`src/design/csi_pkg.sv`:
```
// csi_pkg: register map, field layout, reset values and carrier types for the codec serial interface
// assumes a 32-bit APB slave, word-aligned registers
`default_nettype none
package csi_pkg;
  localparam int unsigned DATA_W      = 16;
  localparam int unsigned WS_W        = 4;
  localparam int unsigned NBUF        = 4;
  localparam int unsigned BUF_AW      = 2;
  localparam int unsigned FRM_W       = 8;
  localparam int unsigned APB_AW      = 8;
  // byte offsets
  localparam logic [7:0] OFS_CTRL1    = 8'h00;
  localparam logic [7:0] OFS_CTRL2    = 8'h04;
  localparam logic [7:0] OFS_CLKDIV   = 8'h08;
  localparam logic [7:0] OFS_STAT     = 8'h0C;
  localparam logic [7:0] OFS_TXBUF0   = 8'h10;
  localparam logic [7:0] OFS_RXBUF0   = 8'h20;
  // control one fields
  localparam int unsigned C1_EN       = 0;
  localparam int unsigned C1_FSDIR    = 1;
  localparam int unsigned C1_IDLE     = 2;
  localparam int unsigned C1_MODE_LO  = 3;
  // control two fields
  localparam int unsigned C2_WS_LO    = 0;
  localparam int unsigned C2_FSG_LO   = 4;
  localparam int unsigned C2_CKDIR    = 8;
  localparam logic [31:0] CTRL1_RST   = 32'h0000_0000;
  localparam logic [31:0] CTRL2_RST   = 32'h0000_000F;
  localparam logic [11:0] CLKDIV_RST  = 12'h001;
  // ac-link framing
  localparam logic [7:0] AC_FS_HIGH   = 8'h0F;
  localparam logic [3:0] AC_WS        = 4'hF;
  localparam logic [3:0] AC_FSG       = 4'hF;

  typedef enum logic [1:0] {
    CSI_MULTI = 2'b00,
    CSI_I2S   = 2'b01,
    CSI_AC16  = 2'b10,
    CSI_AC20  = 2'b11
  } csi_mode_t;

  typedef struct packed {
    logic        enable;
    logic        fs_dir_in;
    logic        ck_dir_in;
    logic        idle_low;
    csi_mode_t   mode;
    logic [3:0]  word_len_m1;
    logic [3:0]  frame_words_m1;
    logic [11:0] clk_div;
  } csi_cfg_t;

  typedef struct packed {
    logic sck_o;
    logic sck_oe;
    logic sdo_o;
    logic sdo_oe;
    logic fs_o;
    logic fs_oe;
  } csi_pins_t;
endpackage
`default_nettype wire

```
`src/design/csi_top.sv`:
```
// csi_top: codec serial interface with APB registers, four-word tx/rx buffers and pin control
// assumes APB master on clk; codec pins asynchronous and synchronised here
`default_nettype none
// Operation
// [RL1] bit clock output mode: device generates bit clock and drives the pin
// [RL2] bit clock input mode: codec supplies bit clock, device uses it
// [RL3] while enabled, interface owns direction of all four pins
// [RL4] data out pin is output only and driven during transmitted words
// [RL5] idle data out slots are high-impedance or low per idle mode bit
// [RL6] data in pin is input only, sampled for received bits
// [RL7] frame sync pin direction follows frame sync direction bit
// [RL8] data transfers are aligned to frame sync, whoever drives it
// [RL9] buffer words are left justified, msb at bit 15
// [RL10] short words: unused low receive bits written as zero
// [RL11] short words: unused low transmit bits ignored, not sent
// [RL12] word length programmable up to 16 bits
// [RL13] up to 16 slots per frame, at most 256 bit clocks
// [RL14] four samples buffered each direction without processor help
// [RL15] engine uses shadow buffers so processor access never conflicts
// [RL16] supports multi-channel framed, I2S and AC-Link framing
// [RL17] 16-bit shift register, shifted msb first
// [RL18] frame sync master when direction bit clear, slave when set
// [RL19] disable resets bit clock, frame and buffer counters, stops clocks
// [RL20] word length field holds length minus one
// [RL21] when disabled, data out and frame sync are not driven
module csi_top
  import csi_pkg::*;
(
  input  wire logic                   clk,
  input  wire logic                   rst,
  input  wire logic                   psel,
  input  wire logic                   penable,
  input  wire logic                   pwrite,
  input  wire logic [csi_pkg::APB_AW-1:0] paddr,
  input  wire logic [31:0]            pwdata,
  output logic [31:0]                 prdata,
  output logic                        pready,
  output logic                        pslverr,
  input  wire logic                   sck_i,
  output logic                        sck_o,
  output logic                        sck_oe,
  output logic                        sdo_o,
  output logic                        sdo_oe,
  input  wire logic                   sdi_i,
  input  wire logic                   fs_i,
  output logic                        fs_o,
  output logic                        fs_oe
);
  import csi_pkg::*;

  // configuration registers
  logic [31:0] ctrl1_r, ctrl1_nxt;
  logic [31:0] ctrl2_r, ctrl2_nxt;
  logic [11:0] div_r, div_nxt;
  csi_cfg_t    cfg;

  // processor-side buffers and engine shadows
  logic [DATA_W-1:0] txbuf_r [NBUF];
  logic [DATA_W-1:0] rxbuf_r [NBUF];
  logic [DATA_W-1:0] txsh_r  [NBUF];
  logic [DATA_W-1:0] rxsh_r  [NBUF];
  logic              frame_done_r, frame_done_nxt;
  logic              rx_ready_r, rx_ready_nxt;

  // serial engine state
  logic [DATA_W-1:0] shift_r, shift_nxt;
  logic [3:0]        bit_r, bit_nxt;
  logic [3:0]        slot_r, slot_nxt;
  logic [FRM_W-1:0]  fcnt_r, fcnt_nxt;
  logic [BUF_AW-1:0] addr_r, addr_nxt;
  logic              active_r, active_nxt;
  logic              sending_r, sending_nxt;
  logic              fs_gen_r, fs_gen_nxt;
  logic              i2s_ph_r, i2s_ph_nxt;
  logic              sdo_r, sdo_nxt;
  csi_pins_t         pins_r, pins_nxt;
  logic [31:0]       prdata_r, prdata_nxt;
  logic              pslverr_r, pslverr_nxt;

  logic sck_s, sck_rise_s, sck_fall_s;
  logic fs_s, fs_rise_s, fs_fall_s;
  logic sdi_s;
  logic gen_sck, gen_rise, gen_fall;
  logic brise, bfall;
  logic [3:0] wl_m1, fw_m1;
  logic       start, last_bit, last_slot;
  logic       wr_en, rd_en, hit;
  logic [1:0] widx;

  assign cfg.enable         = ctrl1_r[C1_EN];
  assign cfg.fs_dir_in      = ctrl1_r[C1_FSDIR];
  assign cfg.idle_low       = ctrl1_r[C1_IDLE];
  assign cfg.mode           = csi_mode_t'(ctrl1_r[C1_MODE_LO +: 2]);
  assign cfg.word_len_m1    = ctrl2_r[C2_WS_LO +: WS_W];
  assign cfg.frame_words_m1 = ctrl2_r[C2_FSG_LO +: 4];
  assign cfg.ck_dir_in      = ctrl2_r[C2_CKDIR];
  assign cfg.clk_div        = div_r;

  csi_sync u_sck (.clk(clk), .rst(rst), .d(sck_i), .q(sck_s), .rise(sck_rise_s),
                  .fall(sck_fall_s));
  csi_sync u_fs  (.clk(clk), .rst(rst), .d(fs_i), .q(fs_s), .rise(fs_rise_s),
                  .fall(fs_fall_s));
  csi_sync u_sdi (.clk(clk), .rst(rst), .d(sdi_i), .q(sdi_s), .rise(), .fall());

  csi_bitclk u_bck (
    .clk   (clk),
    .rst   (rst),
    .clear (!cfg.enable || cfg.ck_dir_in), // RL19
    .div   (cfg.clk_div),
    .sck   (gen_sck),
    .rise  (gen_rise),
    .fall  (gen_fall)
  );

  // bit clock source select
  assign brise = cfg.enable && (cfg.ck_dir_in ? sck_rise_s : gen_rise); // RL2
  assign bfall = cfg.enable && (cfg.ck_dir_in ? sck_fall_s : gen_fall);

  // ac-link fixes 16-bit slots and 16-slot frame
  assign wl_m1 = cfg.mode[1] ? AC_WS : cfg.word_len_m1; // RL20 RL12
  assign fw_m1 = cfg.mode[1] ? AC_FSG : cfg.frame_words_m1; // RL13
  assign last_bit  = (bit_r == wl_m1);
  assign last_slot = (slot_r == fw_m1);

  // frame start, sampled on bit clock rise, data begins next period
  always_comb begin
    start = 1'b0;
    if (cfg.fs_dir_in) begin // RL18
      if (!active_r || (last_bit && last_slot)) begin
        unique case (cfg.mode) // RL16
          CSI_I2S:  start = fs_s != i2s_ph_r;
          default:  start = fs_s;
        endcase
      end
    end else begin
      start = !active_r || (last_bit && last_slot);
    end
  end

  always_comb begin
    shift_nxt      = shift_r;
    bit_nxt        = bit_r;
    slot_nxt       = slot_r;
    fcnt_nxt       = fcnt_r;
    addr_nxt       = addr_r;
    active_nxt     = active_r;
    sending_nxt    = sending_r;
    fs_gen_nxt     = fs_gen_r;
    i2s_ph_nxt     = i2s_ph_r;
    sdo_nxt        = sdo_r;
    frame_done_nxt = 1'b0;
    if (!cfg.enable) begin // RL19
      bit_nxt     = 4'h0;
      slot_nxt    = 4'h0;
      fcnt_nxt    = '0;
      addr_nxt    = '0;
      active_nxt  = 1'b0;
      sending_nxt = 1'b0;
      fs_gen_nxt  = 1'b0;
      i2s_ph_nxt  = 1'b0;
    end else if (bfall) begin
      // drive next bit out on falling edge, msb first
      if (active_r) begin
        sdo_nxt     = shift_r[DATA_W-1]; // RL17 RL4
        sending_nxt = 1'b1;
      end else begin
        sending_nxt = 1'b0;
      end
      // master frame sync waveform
      unique case (cfg.mode)
        CSI_MULTI: fs_gen_nxt = start && !cfg.fs_dir_in && (!active_r || last_bit);
        CSI_I2S:   fs_gen_nxt = (last_bit && last_slot) ? ~fs_gen_r : fs_gen_r;
        default:   fs_gen_nxt = (fcnt_r == 8'hFF) || (fcnt_r < AC_FS_HIGH);
      endcase
    end else if (brise) begin
      fcnt_nxt = fcnt_r + 8'h01;
      if (active_r) begin
        // msb-first capture, low bits zero for short words
        shift_nxt = {shift_r[DATA_W-2:0], sdi_s}; // RL17
        bit_nxt   = bit_r + 4'h1;
        if (last_bit) begin
          bit_nxt  = 4'h0;
          slot_nxt = slot_r + 4'h1;
          addr_nxt = addr_r + 2'h1; // RL14
          if (last_slot) begin
            slot_nxt       = 4'h0;
            addr_nxt       = '0;
            active_nxt     = 1'b0;
            frame_done_nxt = 1'b1;
          end
        end
      end
      if (start) begin // RL8
        active_nxt = 1'b1;
        bit_nxt    = 4'h0;
        slot_nxt   = 4'h0;
        addr_nxt   = '0;
        fcnt_nxt   = '0;
        i2s_ph_nxt = fs_s;
      end
    end
  end

  // sequential engine plus shadow load/capture
  always_ff @(posedge clk) begin
    if (rst) begin
      shift_r      <= '0;
      bit_r        <= 4'h0;
      slot_r       <= 4'h0;
      fcnt_r       <= '0;
      addr_r       <= '0;
      active_r     <= 1'b0;
      sending_r    <= 1'b0;
      fs_gen_r     <= 1'b0;
      i2s_ph_r     <= 1'b0;
      sdo_r        <= 1'b0;
      frame_done_r <= 1'b0;
    end else begin
      bit_r        <= bit_nxt;
      slot_r       <= slot_nxt;
      fcnt_r       <= fcnt_nxt;
      addr_r       <= addr_nxt;
      active_r     <= active_nxt;
      sending_r    <= sending_nxt;
      fs_gen_r     <= fs_gen_nxt;
      i2s_ph_r     <= i2s_ph_nxt;
      sdo_r        <= sdo_nxt;
      frame_done_r <= frame_done_nxt;
      shift_r      <= shift_nxt;
      if (brise && active_r && last_bit) begin
        // store received word left justified, zero tail
        rxsh_r[addr_r] <= {shift_r[DATA_W-2:0], sdi_s} << (4'hF - wl_m1); // RL9 RL10
        shift_r <= (last_slot && !start) ? shift_nxt : txsh_r[addr_nxt]; // RL11
      end
      if (brise && start) begin
        shift_r <= txsh_r[2'h0];
      end
    end
  end

  // shadow exchange at frame end; processor only touches the front buffers
  always_ff @(posedge clk) begin
    if (rst) begin
      for (int i = 0; i < NBUF; i++) begin
        txsh_r[i] <= '0;
        rxbuf_r[i] <= '0;
      end
    end else if (frame_done_r || (cfg.enable && !active_r && !brise)) begin
      for (int i = 0; i < NBUF; i++) begin
        txsh_r[i] <= txbuf_r[i]; // RL15
        if (frame_done_r) begin
          rxbuf_r[i] <= rxsh_r[i]; // RL15
        end
      end
    end
  end

  // apb slave, zero wait state
  assign wr_en = psel && penable && pwrite;
  assign rd_en = psel && !penable && !pwrite;
  assign widx  = paddr[3:2];
  assign hit   = (paddr[7:4] == 4'h0) || (paddr[7:4] == 4'h1) || (paddr[7:4] == 4'h2);

  always_comb begin
    ctrl1_nxt    = ctrl1_r;
    ctrl2_nxt    = ctrl2_r;
    div_nxt      = div_r;
    rx_ready_nxt = rx_ready_r | frame_done_r;
    prdata_nxt   = prdata_r;
    pslverr_nxt  = psel && !penable && !hit;
    if (wr_en) begin
      unique case (paddr)
        OFS_CTRL1:  ctrl1_nxt = {27'h0, pwdata[4:0]};
        OFS_CTRL2:  ctrl2_nxt = {23'h0, pwdata[8:0]};
        OFS_CLKDIV: div_nxt   = pwdata[11:0];
        default:    ;
      endcase
    end
    if (rd_en) begin
      prdata_nxt = 32'h0000_0000;
      if (paddr == OFS_CTRL1) prdata_nxt = ctrl1_r;
      if (paddr == OFS_CTRL2) prdata_nxt = ctrl2_r;
      if (paddr == OFS_CLKDIV) prdata_nxt = {20'h0, div_r};
      if (paddr == OFS_STAT) begin
        prdata_nxt = {16'h0, 2'h0, addr_r, slot_r, 6'h0, rx_ready_r, active_r};
        rx_ready_nxt = frame_done_r;
      end
      if (paddr[7:4] == 4'h1) prdata_nxt = {16'h0, txbuf_r[widx]};
      if (paddr[7:4] == 4'h2) prdata_nxt = {16'h0, rxbuf_r[widx]};
    end
  end

  always_ff @(posedge clk) begin
    if (rst) begin
      ctrl1_r    <= CTRL1_RST;
      ctrl2_r    <= CTRL2_RST;
      div_r      <= CLKDIV_RST;
      rx_ready_r <= 1'b0;
      prdata_r   <= 32'h0000_0000;
      pslverr_r  <= 1'b0;
      for (int i = 0; i < NBUF; i++) begin
        txbuf_r[i] <= '0;
      end
    end else begin
      ctrl1_r    <= ctrl1_nxt;
      ctrl2_r    <= ctrl2_nxt;
      div_r      <= div_nxt;
      rx_ready_r <= rx_ready_nxt;
      prdata_r   <= prdata_nxt;
      pslverr_r  <= pslverr_nxt;
      if (wr_en && paddr[7:4] == 4'h1) begin
        txbuf_r[widx] <= pwdata[15:0]; // RL9
      end
    end
  end

  assign prdata  = prdata_r;
  assign pready  = 1'b1;
  assign pslverr = pslverr_r;

  // pin drivers
  always_comb begin
    pins_nxt.sck_o  = gen_sck;
    pins_nxt.sck_oe = cfg.enable && !cfg.ck_dir_in; // RL1 RL3
    pins_nxt.sdo_o  = sending_nxt ? sdo_nxt : 1'b0;
    pins_nxt.sdo_oe = cfg.enable && (sending_nxt || cfg.idle_low); // RL4 RL5 RL21
    pins_nxt.fs_o   = fs_gen_nxt;
    pins_nxt.fs_oe  = cfg.enable && !cfg.fs_dir_in; // RL7 RL21
  end

  always_ff @(posedge clk) begin
    if (rst) begin
      pins_r <= '0;
    end else begin
      pins_r <= pins_nxt;
    end
  end

  assign sck_o  = pins_r.sck_o;
  assign sck_oe = pins_r.sck_oe;
  assign sdo_o  = pins_r.sdo_o;
  assign sdo_oe = pins_r.sdo_oe; // RL6: no output enable for data in
  assign fs_o   = pins_r.fs_o;
  assign fs_oe  = pins_r.fs_oe;
endmodule
`default_nettype wire

```
`src/design/csi_sync.sv`:
```
// csi_sync: two-flop synchroniser with edge detection on the synchronised output
// assumes async input, single clk domain
`default_nettype none
module csi_sync (
  input  wire logic clk,
  input  wire logic rst,
  input  wire logic d,
  output logic      q,
  output logic      rise,
  output logic      fall
);
  logic meta_r;
  logic q_r;
  logic q_d_r;

  always_ff @(posedge clk) begin
    if (rst) begin
      meta_r <= 1'b0;
      q_r    <= 1'b0;
      q_d_r  <= 1'b0;
    end else begin
      meta_r <= d;
      q_r    <= meta_r;
      q_d_r  <= q_r;
    end
  end

  assign q    = q_r;
  assign rise = q_r & ~q_d_r;
  assign fall = ~q_r & q_d_r;
endmodule
`default_nettype wire

```
`src/design/csi_bitclk.sv`:
```
// csi_bitclk: internal bit clock divider, toggles at clk/(2*(div+1)), held low when div is 0
// assumes div is stable while running; clear holds it reset
`default_nettype none
module csi_bitclk (
  input  wire logic        clk,
  input  wire logic        rst,
  input  wire logic        clear,
  input  wire logic [11:0] div,
  output logic             sck,
  output logic             rise,
  output logic             fall
);
  logic [11:0] cnt_r;
  logic [11:0] cnt_nxt;
  logic        sck_r;
  logic        sck_nxt;
  logic        tick;

  always_comb begin
    tick    = (cnt_r == div) && (div != 12'h000);
    cnt_nxt = tick ? 12'h000 : cnt_r + 12'h001;
    sck_nxt = tick ? ~sck_r : sck_r;
    if (clear || (div == 12'h000)) begin
      cnt_nxt = 12'h000;
      sck_nxt = 1'b0;
    end
  end

  always_ff @(posedge clk) begin
    if (rst) begin
      cnt_r <= 12'h000;
      sck_r <= 1'b0;
    end else begin
      cnt_r <= cnt_nxt;
      sck_r <= sck_nxt;
    end
  end

  assign sck  = sck_r;
  assign rise = tick && !sck_r && !clear;
  assign fall = tick && sck_r && !clear;
endmodule
`default_nettype wire

```
`config.mk`:
```
export PLATFORM = sky130hd
export DESIGN_NAME = csi_top
export DESIGN_NICKNAME = d
export VERILOG_FILES = /design/src/design/csi_pkg.sv /design/src/design/csi_top.sv /design/src/design/csi_sync.sv /design/src/design/csi_bitclk.sv
export SDC_FILE = /design/constraint.sdc
export NUM_CORES = 1
export LEC_CHECK = 0
export BUFFER_PORTS_ARGS = -buffer_cell sky130_fd_sc_hd__buf_2
export CORE_MARGIN = 10
export CORE_UTILIZATION = 50
export DETAILED_ROUTE_END_ITERATION = 10
export GPL_TIMING_DRIVEN = 1
export PLACE_DENSITY = 0.67
export SETUP_SLACK_MARGIN = 0.02
export SYNTH_ARGS = -nofsm -noshare
export SYNTH_HDL_FRONTEND = slang
export SYNTH_HIERARCHICAL = 1
export SYNTH_SLANG_ARGS = --single-unit
```
`constraint.sdc`:
```
create_clock -name clk -period 7.3 [get_ports clk]
set_clock_uncertainty 0.2 [all_clocks]
set_input_delay 0.365 -clock clk [delete_from_list [all_inputs] [get_ports clk]]
set_output_delay 0.365 -clock clk [all_outputs]
set_load 0.05 [all_outputs]
```
==> metrics.txt, run 1 <==
status complete, no violations; DIE HEIGHT roughly 200 um; DR vias approximately 10000; RR Startpoint div_r[6]$_SDFFE_PP0P_; share of cells above drive strength 1 about 16%; H-tree levels 2; Critical Path Sink Type flip-flop; Worst-path clk slew approximately 60 ps; Vias/cell between 5 and 6; Resize count post-CTS 0; Gate power share under 10%; fill count roughly 2700; R2R Path End shift_r[11]$_SDFF_PP0_; Slowest Stage Delay on Critical Path about 970 ps; Area Overhead vs Synth 12.7%; crit path cell chain xnor2_1, nand4_1, nor3_1, nor4b_1, or3b_4, a21oi_4, nand2_2, or4b_4, a221oi_4, mux2_1, nand2_1, a211oi_1; CTS sink cnt approximately 370; initial core utilization between 50 and 60%; final hold violations 0; Clock Latency Late Sink approximately 530 ps; Final TNS setup 0 ps; # DRC 0; fin nets 1423; max cap viols 0; final instance area 0.0184 mm2; first-pass GRT wire length 60600 um; largest net degree at the start of global routing between 80 and 90; Worst-Margin Slew between 1000 and 1500 ps; fmax approximately 180 MHz; Worst slew margin 20.0%; WL per Instance around 22 um; sequential fraction of design power around half; total global-route track usage between 10% and 20%; Pint 0.00356 W; worst hold path class input pin to flip-flop; Longest Clk Path Bufs 3; fin crit share about three quarters; DRT antenna net count 0; CP arrival 5740 ps; GRT Residual Overflow 0; Post-Place Cell Area between 0.015 and 0.02 mm2; r2r setup slk approximately 1700 ps; Worst setup endpoint shift_r[11]$_SDFF_PP0_; largest fanout on the critical path 21; DP HPWL ~26000 um; Detailed Route WL between 30000 and 40000 um; CTS Buf Count 39; worst setup path start div_r[6]$_SDFFE_PP0P_; Syn Std Cell Area 0.0164 mm2; # diodes 0; initial antenna violation count 0; Die ar. 0.0404 mm2; RSZ-0062 raised after global routing false; syn avg cell area roughly 12 um2; final setup fails 0; vias in the first global route 10100; row count between 60 and 70; I/O Pins between 80 and 90; Cells after Synth between 1000 and 1500; sw frac roughly 21%; cells on worst reg2reg path 12; CP max-delay cell a221oi_4; Switching Power 0.000928 W; PD cells ~240 mW/mm2; CTS tree yes; maximum resistive drop on vdd between 0.2 and 0.25 mV; Initial DRT Pass Iterations 5; CTS root buffer clkbuf_16; initial DRC count around 730; crit path kind flip-flop to flip-flop; Core Region about 0.032 mm2; Buffers on Ports 54; type of origin of the critical path flip-flop; Slew Limit Fails 0; Die Wd approximately 200 um; Synth Warn # 6; CP required about 7400 ps; crit path time final around 5600 ps; gpl congestion just under 0.9; clock share of power ~45%; leakage dissipation around 6.7 nW
==> worst max-delay path: cells and delay by family, from the launching register on <==
family | cells | cell delay, ps
AOI/OAI and AO/OA | 3 | 1330
xor gates and xnor gates | 1 | 150
DFF | 1 | 440
muxes | 1 | 390
and+or+nand+nor | 7 | 2870
==> layout by cell type, fill, tap and decap left out, types with 35 or more instances in the layout <==
cell type and n:
mux2i_1 67, nand2_1 114, mux4_2 35, clkbuf_16 42
nor2_1 104, edfxtp_1 256, buf_2 53, dfxtp_1 109
a21oi_1 47, and2_1 154
==> through the flow <==
step | power (W) | hold slack (ps) | util (%) | setup WS, ps | std cells
detailed placement | 0.00251 | 235 | 52.4 | 1800 | 1754
global route | 0.00461 | 4.34 | 57.0 | 1430 | 1839
CTS | 0.00452 | 0.381 | 57.0 | 1750 | 1839
global placement | 0.00250 | 221 | 52.4 | 1900 | 1754
floorplan | 0.00244 | 214 | - | 3430 | 1335
finish | 0.00449 | 13.4 | 57.0 | 1700 | 1839
==> worst min-delay path by stage <==
stage,startpoint,end,slack [ps],cells past startpoint
2_1_floorplan,u_fs/meta_r$_SDFF_PP0_,u_fs/q$_SDFF_PP0_,210,1
3_3_place_gp,u_fs/meta_r$_SDFF_PP0_,u_fs/q$_SDFF_PP0_,220,1
3_5_place_dp,u_sck/meta_r$_SDFF_PP0_,u_sck/q$_SDFF_PP0_,230,1
4_1_cts,psel,pslverr$_SDFF_PP0_,0.4,3
5_1_grt,pwdata[0],div_r[0]$_SDFFE_PP1P_,4,3
6_report,psel,pslverr$_SDFF_PP0_,10,3
==> what timing repair did <==
action	4_1_cts	5_1_grt
setup buffers	0	0
hold buffers	14	0
endpoints found under the hold margin	20	0
==> flip-flops by register name, indices dropped and copies added (netlist names), 9 cells and up <==
register and count:
prdata 16, rxbuf_r 64, txbuf_r 64, u_bck/cnt_r 12
shift_r 16, rxsh_r 64, txsh_r 64, ctrl2_r 9
div_r 12
==> cell type report <==
type | instances | area [um2] | area share, %
Sequential cell | 365 | 9870 | 53.5
Clock inverter | 10 | 123 | 0.665
Clock buffer | 61 | 1220 | 6.60
Inverter | 22 | 82.6 | 0.448
Multi-Input combinational cell | 853 | 6050 | 32.8
Timing Repair Buffer | 86 | 548 | 2.97
Tap cell | 442 | 553 | 3.00
==> per-layer routing <==
| layer | part of all wire, % | wire, um | up-vias | track usage (%) |
|---|---|---|---|---|
| met5 | 0 | 0 | - | 0 |
| met4 | 4.5 | 1800 | 0 | 9.20 |
| met3 | 7.1 | 2820 | 90 | 3.78 |
| met2 | 47 | 18800 | 328 | 31.2 |
| met1 | 41 | 16500 | 5115 | 24.8 |
| li1 | - | - | 4855 | - |
==> power groups by stage <==
stage / registers [W] / clock network, W / logic (W)
finish: 0.00227 / 0.00202 / 0.000194
global placement: 0.00231 / 0 / 0.000186
global route: 0.00228 / 0.00213 / 0.000204
floorplan: 0.00233 / 0 / 0.000110
CTS: 0.00227 / 0.00205 / 0.000195
detailed placement: 0.00232 / 0 / 0.000188
No activity file was read; power rests on OpenSTA's default activity.
==> run 2: changes to the inputs <==
ABC_AREA = 1   (was not set)
PLACE_DENSITY = 0.7   (was 0.67)
clock period = 5.04 ns   (was 7.3 ns; I/O delays follow)
==> run 2 against run 1 <==
Compared with the run above: final cell count rose by 31%; clock power grew 46%; combinational power is 41% higher; wire length increased by 10%; first-iteration DRC count rose by 66%; synthesized cell count rose by 41%; critical path depth rose by 9; global-route usage up 1.7 points; hold slack worse by 4.1 ps; critical path type unchanged.
==> metrics.txt, run 2 <==
Resize count post-CTS 0 (unchanged); worst hold path class input pin to flip-flop; leading cell type in the layout, fill and taps excluded nand2_1; row count 66 (unchanged); Worst slew margin 18.8% (-1.2 points); fill count 2839 (+5.8%); Area Overhead vs Synth 13.0%; initial DRC count 1207 (+66%); WL per Instance 18.3 um (-16%); Design Power 0.00651 W (+45%); DP HPWL 30700 um (+16%); fin util 57.7% (+0.73 points); Vias/cell 5.28 (-6.5%); Syn Std Cell Area 0.0167 mm2 (+2.3%); Core Region 0.0328 mm2 (+1.3%); Initial DRT Pass Iterations 7 (+2); total global-route track usage 21.1% (+1.7 points); PD cells 344 mW/mm2 (+41%); crit path time final 3880 ps (-1720 ps); most frequent cells in the layout nand2_1 (338), inv_1 (292), nor2_1 (285); RSZ-0062 raised after global routing false; Clock Latency Late Sink 540 ps (about the same); CTS tree yes; CTS root buffer clkbuf_16; DR vias 12700 (+22%); Synth Warn # 6 (unchanged); fin crit share 77.0% (+0.29 points); Worst-path clk slew 60 ps (about the same); syn avg cell area 9.00 um2 (-27%); gpl congestion 0.929 (+4.6%); Longest Clk Path Bufs 3 (unchanged); Post-Place Worst Slack 1220 ps (-586 ps); fin nets 1985 (+39%); final setup fails 0 (unchanged); first-pass GRT wire length 68100 um (+12%); CTS Buf Count 39 (unchanged); maximum resistive drop on vdd 0.330 mV (+63%); Final TNS setup 0 ps (unchanged); crit path kind flip-flop to flip-flop; DP Cell Count 2310 (+32%); Critical Path Sink Type flip-flop; GRT Residual Overflow 0 (unchanged); I/O Pins 88 (unchanged); # DRC 0 (unchanged); fmax 258 MHz (+44%); largest net degree at the start of global routing 66 (-23%); leakage dissipation 7.51 nW (+13%); initial antenna violation count 2 (+2); type of origin of the critical path flip-flop; Buffers on Ports 54 (unchanged); Cells after Synth 1859 (+41%); multi-input logic area 0.00532 mm2 (-12%); largest fanout on the critical path 46 (+120%); Detailed Route WL 44000 um (+10%); DRT antenna net count 0 (unchanged); CP arrival 4140 ps (-1600 ps); CP required 5300 ps (-2140 ps); initial core utilization 51.0% (+0.50 points); Sequential Area 0.00987 mm2 (unchanged); Die ar. 0.0412 mm2 (+2.1%); share of cells above drive strength 1 10.0% (-5.5 points); H-tree levels 2 (unchanged); Die Wd 203 um (+1.0%); Final WS setup 1160 ps (-541 ps); Worst-Margin Slew 1210 ps (+22.0 ps); CTS sink cnt 365 (unchanged); vias in the first global route 12200 (+21%); max cap viols 0 (unchanged); Slew Limit Fails 0 (unchanged); final hold violations 0 (unchanged); DIE HEIGHT 203 um (+1.0%); status complete, no violations; post-route insts no fill 2402 (+31%)
-- run 2: layout make-up --
cell class / instances / area share (%)
Sequential cell: 365 / 52.2
Multi-Input combinational cell: 1111 / 28.1
Inverter: 311 / 6.17
Clock buffer: 50 / 5.64
Timing Repair Buffer: 101 / 3.56
Tap cell: 442 / 2.92
Clock inverter: 21 / 1.39
Antenna cell: 1 / 0.0132
-- run 2: critical path, cell delays in order, from the launching register on --
cell	delay (ps)
dfxtp_1	430
inv_1	110
nand2_1	70
nand2_1	50
nor2_1	100
nand2_1	60
nor2_1	100
nand3_1	130
nor3_1	160
nor2_1	60
nor2_1	340
nor2_1	120
nand3_1	130
nor2_1	80
nor2_4	270
nand3_4	430
buf_4	360
nand2_1	70
nand2_1	50
o21ai_1	280
nand2_1	80
a21oi_1	130
-- run 2: report_power, final --
part,switching (W),internal [W]
Combinational,0.000205,0.0000680
Clock,0.00117,0.00177
Sequential,0.0000261,0.00327
Total,0.00140,0.00511
-- run 2: what timing repair did --
| item | 4_1_cts | 5_1_grt |
|---|---|---|
| hold endpoints to repair | 56 | 0 |
| setup buffers | 0 | 0 |
| hold buffers | 20 | 0 |
| setup endpoints to repair | 0 | 0 |
-- run 2: path summary, 6_finish.rpt --
| kind | start | slack, ps | depth (start not counted) | end |
|---|---|---|---|---|
| max reg2reg | div_r[0]$_SDFFE_PP1P_ | 1160 | 21 | shift_r[1]$_SDFF_PP0_ |
| min reg2reg | u_fs/meta_r$_SDFF_PP0_ | 200 | 2 | u_fs/q$_SDFF_PP0_ |
| min | pwdata[8] | 9 | 3 | ctrl2_r[8]$_SDFFE_PP0P_ |
| max | div_r[0]$_SDFFE_PP1P_ | 1160 | 21 | shift_r[1]$_SDFF_PP0_ |
-- run 2: routing by layer --
layer | wire, um | track usage (%)
met1 | 17800 | 26.9
met4 | 1600 | 8.31
met5 | 0 | 0
met2 | 20200 | 34.3
met3 | 4320 | 4.86
-- run 2: per-stage QoR --
| step | area, um2 | hold slack (ps) |
|---|---|---|
| 6_report | 18900 | 9.31 |
| 2_1_floorplan | 16800 | 123 |
| 3_3_place_gp | 17400 | 196 |
| 3_5_place_dp | 17400 | 199 |
| 4_1_cts | 18900 | 1.81 |
| 5_1_grt | 18900 | 4.72 |
